## config.mk

```make
export PLATFORM = sky130hd
export DESIGN_NAME = alc_ctrl
export DESIGN_NICKNAME = d
export VERILOG_FILES = /design/src/pkg/alc_pkg.sv /design/src/rtl/alc_ctrl.sv /design/src/rtl/alc_conv_timer.sv /design/src/rtl/alc_level_cmp.sv
export SDC_FILE = /design/constraint.sdc
export NUM_CORES = 1
export LEC_CHECK = 0
export ABC_CLOCK_PERIOD_IN_PS = 3000
export BUFFER_PORTS_ARGS = -buffer_cell sky130_fd_sc_hd__buf_2
export CAP_MARGIN = 20
export CELL_PAD_IN_SITES_DETAIL_PLACEMENT = 0
export CELL_PAD_IN_SITES_GLOBAL_PLACEMENT = 1
export CORE_ASPECT_RATIO = 1.4
export CORE_MARGIN = 2
export CORE_UTILIZATION = 38
export DETAILED_ROUTE_END_ITERATION = 10
export GPL_TIMING_DRIVEN = 0
export HOLD_SLACK_MARGIN = 0.12
export PLACE_DENSITY_LB_ADDON = 0.12
export SYNTH_ARGS = -nofsm -noshare
export SYNTH_HDL_FRONTEND = slang
export SYNTH_HIERARCHICAL = 1
export SYNTH_SLANG_ARGS = --single-unit
```

## constraint.sdc

```tcl
create_clock -name sys_clk -period 3 [get_ports sys_clk]
set_input_delay 0.3 -clock sys_clk [delete_from_list [all_inputs] [get_ports sys_clk]]
set_output_delay 0.3 -clock sys_clk [all_outputs]
set_load 0.05 [all_outputs]
```

## src/pkg/alc_pkg.sv

```systemverilog
// constants, types and register map of the light comparator controller
// Operation
// RULE1: ctl bits 7:5 set secondary filter time
// RULE2: ctl bits 3:1 set main filter time
// RULE3: ctl bit 4 forces secondary oneshot, backlight off
// RULE4: ctl bit 0 forces main oneshot, backlight off
// RULE5: oneshot request bit clears when conversion done
// RULE6: oneshot requests ignored while backlight on
// RULE7: main enable bits 3:0 gate levels 5..2
// RULE8: secondary enable bits 3:0 gate levels 5..2
// RULE9: main status shows level 5..2 comparator outputs
// RULE10: trip below threshold, release above threshold+hysteresis
// RULE11: reserved bits read zero, writes ignored
package alc_pkg;

  // register offsets
  localparam logic [7:0] ADDR_CTL = 8'h2d;
  localparam logic [7:0] ADDR_MAIN_EN = 8'h2e;
  localparam logic [7:0] ADDR_SEC_EN = 8'h2f;
  localparam logic [7:0] ADDR_MAIN_STAT = 8'h30;
  localparam logic [7:0] ADDR_INT_STS = 8'h50;
  localparam logic [7:0] ADDR_INT_MASK = 8'h51;

  // control register fields
  localparam int CTL_SEC_MAIN_SETTLE_TIME_LSB = 5;
  localparam int CTL_SEC_REQ = 4;
  localparam int CTL_MAIN_MAIN_SETTLE_TIME_LSB = 1;
  localparam int CTL_MAIN_REQ = 0;

  // interrupt status bits
  localparam int EV_MAIN_DONE = 0;
  localparam int EV_SEC_DONE = 1;
  localparam int EV_MAIN_CHG = 2;
  localparam int EV_SEC_CHG = 3;

  // reset values
  localparam logic [2:0] MAIN_SETTLE_TIME_RST = 3'h0;
  localparam logic [3:0] EN_RST = 4'h0;
  localparam logic [3:0] INT_RST = 4'h0;
  localparam logic [7:0] RDATA_RST = 8'h00;

  // filter timing: code 0 is the base time, each code doubles it
  localparam int unsigned MAIN_SETTLE_TIME_BASE_MS = 80;
  localparam int unsigned CLK_KHZ = 20000;
  localparam int unsigned MAIN_SETTLE_TIME_BASE_CYC = MAIN_SETTLE_TIME_BASE_MS * CLK_KHZ;
  localparam int MAIN_SETTLE_TIME_CNT_W = 28;

  // per level threshold and hysteresis, index 0 is level 2
  typedef struct packed {
    logic [3:0][7:0] thr;
    logic [3:0][7:0] hys;
  } alc_levels_t;

endpackage

```

## src/rtl/alc_ctrl.sv

```systemverilog
// light comparator controller top: registers, oneshot logic, interrupt
`timescale 1ns/1ps
`default_nettype none
module alc_ctrl #(
  parameter int unsigned BASE_CYC = alc_pkg::MAIN_SETTLE_TIME_BASE_CYC
) (
  // clock and reset
  input wire logic sys_clk,
  input wire logic resetn,
  // register port
  input wire logic [7:0] reg_addr,
  input wire logic [7:0] reg_wdata,
  input wire logic reg_wr,
  input wire logic reg_rd,
  output logic [7:0] reg_rdata,
  // backlight and sensors
  input wire logic backlight_on,
  input wire logic [7:0] main_sensor_input,
  input wire logic [7:0] secondary_sensor_input,
  input wire alc_pkg::alc_levels_t main_levels,
  input wire alc_pkg::alc_levels_t second_levels,
  // results
  output logic [3:0] main_results,
  output logic [3:0] second_results,
  output logic irq
);
  import alc_pkg::*;

  logic [2:0] secondary_settle_time_r;
  logic [2:0] main_settle_time_r;
  logic secondary_oneshot_request_r;
  logic main_oneshot_request_r;
  logic [3:0] main_sensor_level_enable_r;
  logic [3:0] secondary_sensor_level_enable_r;
  logic [3:0] int_sts_r;
  logic [3:0] int_mask_r;
  logic [3:0] main_prev_r;
  logic [3:0] sec_prev_r;
  logic irq_r;
  logic [7:0] rdata_r;
  logic [7:0] rdata_nxt;
  logic main_req_nxt;
  logic sec_req_nxt;
  logic [3:0] int_sts_nxt;
  logic [3:0] int_mask_nxt;
  logic main_done;
  logic sec_done;
  logic [3:0] main_hit;
  logic [3:0] sec_hit;

  // write decode
  wire ctl_wr = reg_wr && (reg_addr == ADDR_CTL);
  wire main_en_wr = reg_wr && (reg_addr == ADDR_MAIN_EN);
  wire sec_en_wr = reg_wr && (reg_addr == ADDR_SEC_EN);
  wire sts_wr = reg_wr && (reg_addr == ADDR_INT_STS);
  wire mask_wr = reg_wr && (reg_addr == ADDR_INT_MASK);

  // oneshot requests only accepted with the backlight off
  wire main_set = ctl_wr && reg_wdata[CTL_MAIN_REQ] && !backlight_on; // RULE4 RULE6
  wire sec_set = ctl_wr && reg_wdata[CTL_SEC_REQ] && !backlight_on; // RULE3 RULE6

  // backlight on keeps conversions running; off only for a oneshot
  wire main_run = backlight_on || main_oneshot_request_r;
  wire sec_run = backlight_on || secondary_oneshot_request_r;

  // a new request in the completing cycle wins over the clear
  assign main_req_nxt = main_set ? 1'b1 :
    (main_done ? 1'b0 : main_oneshot_request_r); // RULE5
  assign sec_req_nxt = sec_set ? 1'b1 :
    (sec_done ? 1'b0 : secondary_oneshot_request_r); // RULE5

  // interrupt events; set wins over write-one-to-clear
  wire [3:0] events = {sec_hit != sec_prev_r, main_hit != main_prev_r,
    sec_done, main_done};
  wire [3:0] sts_clr = sts_wr ? reg_wdata[3:0] : 4'h0;
  assign int_sts_nxt = events | (int_sts_r & ~sts_clr);
  assign int_mask_nxt = mask_wr ? reg_wdata[3:0] : int_mask_r;

  // read decode, reserved bits zero
  always_comb
  begin
    rdata_nxt = RDATA_RST;
    if (!reg_rd)
      rdata_nxt = RDATA_RST;
    else if (reg_addr == ADDR_CTL)
      rdata_nxt = {secondary_settle_time_r, secondary_oneshot_request_r,
        main_settle_time_r, main_oneshot_request_r};
    else if (reg_addr == ADDR_MAIN_EN)
      rdata_nxt = {4'h0, main_sensor_level_enable_r}; // RULE11
    else if (reg_addr == ADDR_SEC_EN)
      rdata_nxt = {4'h0, secondary_sensor_level_enable_r}; // RULE11
    else if (reg_addr == ADDR_MAIN_STAT)
      rdata_nxt = {4'h0, main_hit}; // RULE9 RULE11
    else if (reg_addr == ADDR_INT_STS)
      rdata_nxt = {4'h0, int_sts_r};
    else if (reg_addr == ADDR_INT_MASK)
      rdata_nxt = {4'h0, int_mask_r};
  end

  always_ff @(posedge sys_clk)
  begin
    if (!resetn)
    begin
      secondary_settle_time_r <= MAIN_SETTLE_TIME_RST;
      main_settle_time_r <= MAIN_SETTLE_TIME_RST;
      main_sensor_level_enable_r <= EN_RST;
      secondary_sensor_level_enable_r <= EN_RST;
    end
    else
    begin
      if (ctl_wr)
      begin
        secondary_settle_time_r <= reg_wdata[CTL_SEC_MAIN_SETTLE_TIME_LSB +: 3]; // RULE1
        main_settle_time_r <= reg_wdata[CTL_MAIN_MAIN_SETTLE_TIME_LSB +: 3]; // RULE2
      end
      if (main_en_wr)
        main_sensor_level_enable_r <= reg_wdata[3:0]; // RULE7 RULE11
      if (sec_en_wr)
        secondary_sensor_level_enable_r <= reg_wdata[3:0]; // RULE8 RULE11
    end
  end

  always_ff @(posedge sys_clk)
  begin
    if (!resetn)
    begin
      main_oneshot_request_r <= 1'b0;
      secondary_oneshot_request_r <= 1'b0;
      int_sts_r <= INT_RST;
      int_mask_r <= INT_RST;
      main_prev_r <= 4'h0;
      sec_prev_r <= 4'h0;
      irq_r <= 1'b0;
      rdata_r <= RDATA_RST;
    end
    else
    begin
      main_oneshot_request_r <= main_req_nxt;
      secondary_oneshot_request_r <= sec_req_nxt;
      int_sts_r <= int_sts_nxt;
      int_mask_r <= int_mask_nxt;
      main_prev_r <= main_hit;
      sec_prev_r <= sec_hit;
      irq_r <= |(int_sts_nxt & int_mask_nxt);
      rdata_r <= rdata_nxt;
    end
  end

  alc_conv_timer #(
    .BASE_CYC(BASE_CYC),
    .CNT_W(MAIN_SETTLE_TIME_CNT_W)
  ) u_main_timer (
    .sys_clk(sys_clk),
    .resetn(resetn),
    .run(main_run),
    .code(main_settle_time_r), // RULE2
    .done_r(main_done)
  );

  alc_conv_timer #(
    .BASE_CYC(BASE_CYC),
    .CNT_W(MAIN_SETTLE_TIME_CNT_W)
  ) u_sec_timer (
    .sys_clk(sys_clk),
    .resetn(resetn),
    .run(sec_run),
    .code(secondary_settle_time_r), // RULE1
    .done_r(sec_done)
  );

  alc_level_cmp u_main_cmp (
    .sys_clk(sys_clk),
    .resetn(resetn),
    .upd(main_done),
    .sample(main_sensor_input),
    .en(main_sensor_level_enable_r), // RULE7
    .lv(main_levels),
    .hit_r(main_hit)
  );

  alc_level_cmp u_sec_cmp (
    .sys_clk(sys_clk),
    .resetn(resetn),
    .upd(sec_done),
    .sample(secondary_sensor_input),
    .en(secondary_sensor_level_enable_r), // RULE8
    .lv(second_levels),
    .hit_r(sec_hit)
  );

  assign reg_rdata = rdata_r;
  assign main_results = main_hit;
  assign second_results = sec_hit;
  assign irq = irq_r;
endmodule
`default_nettype wire

```

## src/rtl/alc_conv_timer.sv

```systemverilog
// filter period timer, one done pulse per elapsed filter time
`timescale 1ns/1ps
`default_nettype none
module alc_conv_timer #(
  parameter int unsigned BASE_CYC = alc_pkg::MAIN_SETTLE_TIME_BASE_CYC,
  parameter int CNT_W = alc_pkg::MAIN_SETTLE_TIME_CNT_W
) (
  // clock and reset
  input wire logic sys_clk,
  input wire logic resetn,
  // control
  input wire logic run,
  input wire logic [2:0] code,
  // result
  output logic done_r
);
  import alc_pkg::*;

  logic [CNT_W-1:0] cnt_r;
  logic [CNT_W-1:0] cnt_nxt;
  wire [CNT_W-1:0] period;
  wire at_end;

  // doubling schedule; >= guards a code shortened mid count
  assign period = CNT_W'(BASE_CYC) << code;
  assign at_end = run && (cnt_r >= period - 1'b1);
  assign cnt_nxt = (!run || at_end) ? '0 : cnt_r + 1'b1;

  always_ff @(posedge sys_clk)
  begin
    if (!resetn)
    begin
      cnt_r <= '0;
      done_r <= 1'b0;
    end
    else
    begin
      cnt_r <= cnt_nxt;
      done_r <= at_end;
    end
  end
endmodule
`default_nettype wire

```

## src/rtl/alc_level_cmp.sv

```systemverilog
// four level comparators with threshold and hysteresis for one sensor
`timescale 1ns/1ps
`default_nettype none
module alc_level_cmp (
  // clock and reset
  input wire logic sys_clk,
  input wire logic resetn,
  // conversion
  input wire logic upd,
  input wire logic [7:0] sample,
  input wire logic [3:0] en,
  input wire alc_pkg::alc_levels_t lv,
  // result, bit 0 is level 2
  output logic [3:0] hit_r
);
  import alc_pkg::*;

  logic [3:0] hit_nxt;

  function automatic logic lvl_next(input logic cur, input logic on,
    input logic [7:0] s, input logic [7:0] t, input logic [7:0] h);
    logic [8:0] top;
    top = {1'b0, t} + {1'b0, h};
    if (!on)
      lvl_next = 1'b0;
    else if (s < t)
      lvl_next = 1'b1;
    else if ({1'b0, s} > top)
      lvl_next = 1'b0;
    else
      lvl_next = cur;
  endfunction

  always_comb
  begin
    hit_nxt = hit_r;
    for (int i = 0; i < 4; i++)
      if (upd)
        hit_nxt[i] = lvl_next(hit_r[i], en[i], sample, lv.thr[i],
          lv.hys[i]); // RULE10
  end

  always_ff @(posedge sys_clk)
  begin
    if (!resetn)
      hit_r <= 4'h0;
    else
      hit_r <= hit_nxt;
  end
endmodule
`default_nettype wire

```

==> out/results.txt <==
Post-route minimum period - 2.79 ns
End point of the critical path - u_main_timer/cnt_r[14]$_SDFF_PP0_
Synthesis-to-finish area growth - 15.2%
Total CTS buffers - 9
Setup violations, final - 0
Final Hold Vio Count - 0
Yosys reg bits - 107
F_max - 0.358 GHz
CTS tree - built
Clock sink count - 107
Clock skew - 0.0120 ns
Place WS - -0.351 ns
CTS Root Cell - clkbuf_16
Outcome - finished, final reports clean
Number of global-route vias before repair - 10300
Synth top area cells - ha_1, dfxtp_1, xor2_1
Final Worst Setup Slack - 0.206 ns
Slowest cell on crit path - dfxtp_2
Initial antenna violation count - 5
Synth Net Count - 1768
Aggregate global routing overflow - 0
CP peak stage delay - 0.41 ns
Crit path DAT - 3.11 ns
Row Count - 74
Drt total wl - 31.0 mm
Non-Filler Instances - 1935
Crit path launch - main_settle_time_r[1]$_SDFFE_PN0N_
WP data required - 3.31 ns
RSZ-0062 raised after global routing - false
CTS clock-pin slew for the worst setup and hold paths - 0.09 ns
Hold_buf cts - 0
CTS Buffer Depth - 2
Power Density - 302 mW/mm^2
Synthesized instance count - 1355
Vias - 10200
Logic pwr share - 0.334
Synth Flop Type - dfxtp_1
R2r worst-path depth - 11
Slew @ Worst Pin - 0.650 ns
FFs w/ async S/R, synth - 0
Nets - 1958
Chip height - 208 microns
DRT antenna net count - 0
Pre-antenna DRT Iters - 5
Worst r2r src - main_settle_time_r[1]$_SDFFE_PN0N_
Number of I/O pins - 182
Clock network latency to the later pin of the worst-skew pair - 0.37 ns
Post-synth EDFFs - 0
Syn Area/Cell - 8.37 sq um
Crit path top cell by count - ha_1
P_int - 2590 uW
Most frequent cells in the layout - ha_1, buf_2, dfxtp_1
Yosys top cell area share - 0.265
Sw Share - 0.343
Fin crit share - 0.931
Worst path cell trace - inv_1 > ha_1 > or3_1 > a21oi_2 > ha_1 > nor2b_1 > o311ai_2 > buf_4 > nand4b_4 > buf_6 > nor2_2
Reg2reg end - u_main_timer/cnt_r[14]$_SDFF_PP0_
Via density - 5.27
Sequential area share after synthesis - 0.189
1st-iter DRT viols - 296
Fillcell total - 3071
Clock power share - 0.306
Yosys cell types - 73
Max-slew headroom - 0.564
Leakage - 0.00601 uW
Sequential Power Share - 0.360
Final max-slew violation count - 0
Avg WL per Cell - 16.0 microns
Layout cells sized above 1 - 0.176
CP Capture Type - flip-flop
Largest net degree at the start of global routing - 21
Total global-route track usage - 0.198
Yosys top cell by area - ha_1
Most common cell after layout, fill and taps aside - ha_1
Synth warn - 6
# H-tree levels - 3
Startpoint types - flip-flop
Initial Util - 0.388
Placed cell count - 1915
Residual DRC count - 0
Crit Path Category - reg -> reg
Net Sw Power - 1360 uW
Detailed Place HPWL - 25.8 mm
Peak supply drop - 0.000213 V
Critical path peak fanout - 10
Core area - 0.0293 sq mm
Max cap viols - 0
Worst hold path class - in -> reg
Die area - 0.0313 sq mm
R2r setup slk - 0.21 ns
Mapped cell area - 0.0113 sq mm
# port buffers - 180
Die Width - 150 microns
First-pass GRT wire length - 50.1 mm
Gpl congestion - 0.833
[worst min path at each step]
stage,from,depth (start not counted),slack (ns),endpoint
4_1_cts,reg_wdata[7],3,0.19,secondary_settle_time_r[2]$_SDFFE_PN0N_
3_5_place_dp,u_main_timer/cnt_r[0]$_SDFF_PP0_,1,0.46,u_main_timer/cnt_r[0]$_SDFF_PP0_
6_report,reg_wdata[7],3,0.20,secondary_settle_time_r[2]$_SDFFE_PN0N_
5_1_grt,reg_wdata[6],3,0.21,secondary_settle_time_r[1]$_SDFFE_PN0N_
2_1_floorplan,u_main_timer/cnt_r[0]$_SDFF_PP0_,1,0.44,u_main_timer/cnt_r[0]$_SDFF_PP0_
3_3_place_gp,u_main_timer/cnt_r[0]$_SDFF_PP0_,1,0.46,u_main_timer/cnt_r[0]$_SDFF_PP0_
[cells in the mapped netlist (all sizes together), types with 20 or more instances]
cell	instances
xor2	66
ha	240
inv	96
nor3	27
nand4	48
nor3b	20
nand2	101
nor2b	45
xnor2	42
a21oi	99
nor2	111
nand3	48
a21o	27
o21ai	53
dfxtp	107
[worst max-delay path: cells and delay by family (launching register included)]
| family | cells | cell delay (ns) |
|---|---|---|
| buf+inv | 3 | 0.53 |
| compound gates | 2 | 0.45 |
| flops | 1 | 0.41 |
| fa+ha+maj | 2 | 0.48 |
| simple gates | 4 | 0.85 |
[area by class of cell]
type | count | area [sq um] | area share
clock inverters | 7 | 63.8 | 0.00488
clock buffers | 9 | 225 | 0.0172
repair buffers | 181 | 908 | 0.0695
multi-input cells | 1125 | 8730 | 0.668
diodes | 5 | 12.5 | 0.000957
inverters | 96 | 360 | 0.0276
well taps | 380 | 475 | 0.0364
flip-flops and latches | 107 | 2150 | 0.165
plain buffers | 25 | 140 | 0.0107
[per-layer routing]
layer  vias to the layer above  part of all wire  global-route usage
met5                         -           0.00097                   0
met2                       182              0.51               0.367
li1                       5272                 -                   -
met1                      4686              0.42               0.233
met3                        52             0.046              0.0298
met4                         6             0.021              0.0550
[registers in the layout, summed over array words and instances, names as in the netlist]
register / cells
u_sec_cmp/hit_r: 4
irq: 1
int_mask_r: 4
main_oneshot_request_r: 1
u_main_cmp/hit_r: 4
main_prev_r: 4
u_sec_timer/done_r: 1
u_main_timer/cnt_r: 28
u_sec_timer/cnt_r: 28
main_settle_time_r: 3
secondary_sensor_level_enable_r: 4
sec_prev_r: 4
secondary_settle_time_r: 3
reg_rdata: 8
secondary_oneshot_request_r: 1
u_main_timer/done_r: 1
int_sts_r: 4
main_sensor_level_enable_r: 4
[power groups by stage]
stage               Combinational, uW  Sequential (uW)  Clock (uW)
floorplan                         898             1460           0
global placement                 1300             1460           0
detailed placement               1320             1460           0
CTS                              1330             1420        1250
global route                     1520             1420        1300
finish                           1320             1420        1210
[logic make-up after synthesis]
kind of cell / after synthesis / synth area share
AO/OA/AOI/OAI: 274 / 0.159
XOR/XNOR: 108 / 0.0834
adder cells (fa/ha/maj): 248 / 0.279
buffers and inverters: 123 / 0.0438
flip-flops: 107 / 0.189
multiplexers: 14 / 0.0123
AND/OR/NAND/NOR: 481 / 0.234
[per-stage QoR]
step                      instance area (sq um)   util  total power [uW]  hold WS, ns  TNS (ns)
after floorplan                           11300      -              2360        0.440         0
after global placement                    12700  0.435              2760        0.464     -9.56
after detailed placement                  12700  0.435              2780        0.465    -11.31
after CTS                                 13000  0.446              4010        0.194         0
after global routing                      13100  0.447              4240        0.211         0
final                                     13100  0.447              3950        0.199         0
[repair_timing]
action                                  in CTS  in global routing
pin swaps                                    2                  1
buffers inserted                             1                  0
gates cloned                                 0                  0
endpoints found under the setup margin      57                 58
resized for setup                           10                 16
Note: power is estimated with default switching activity, not from simulation.
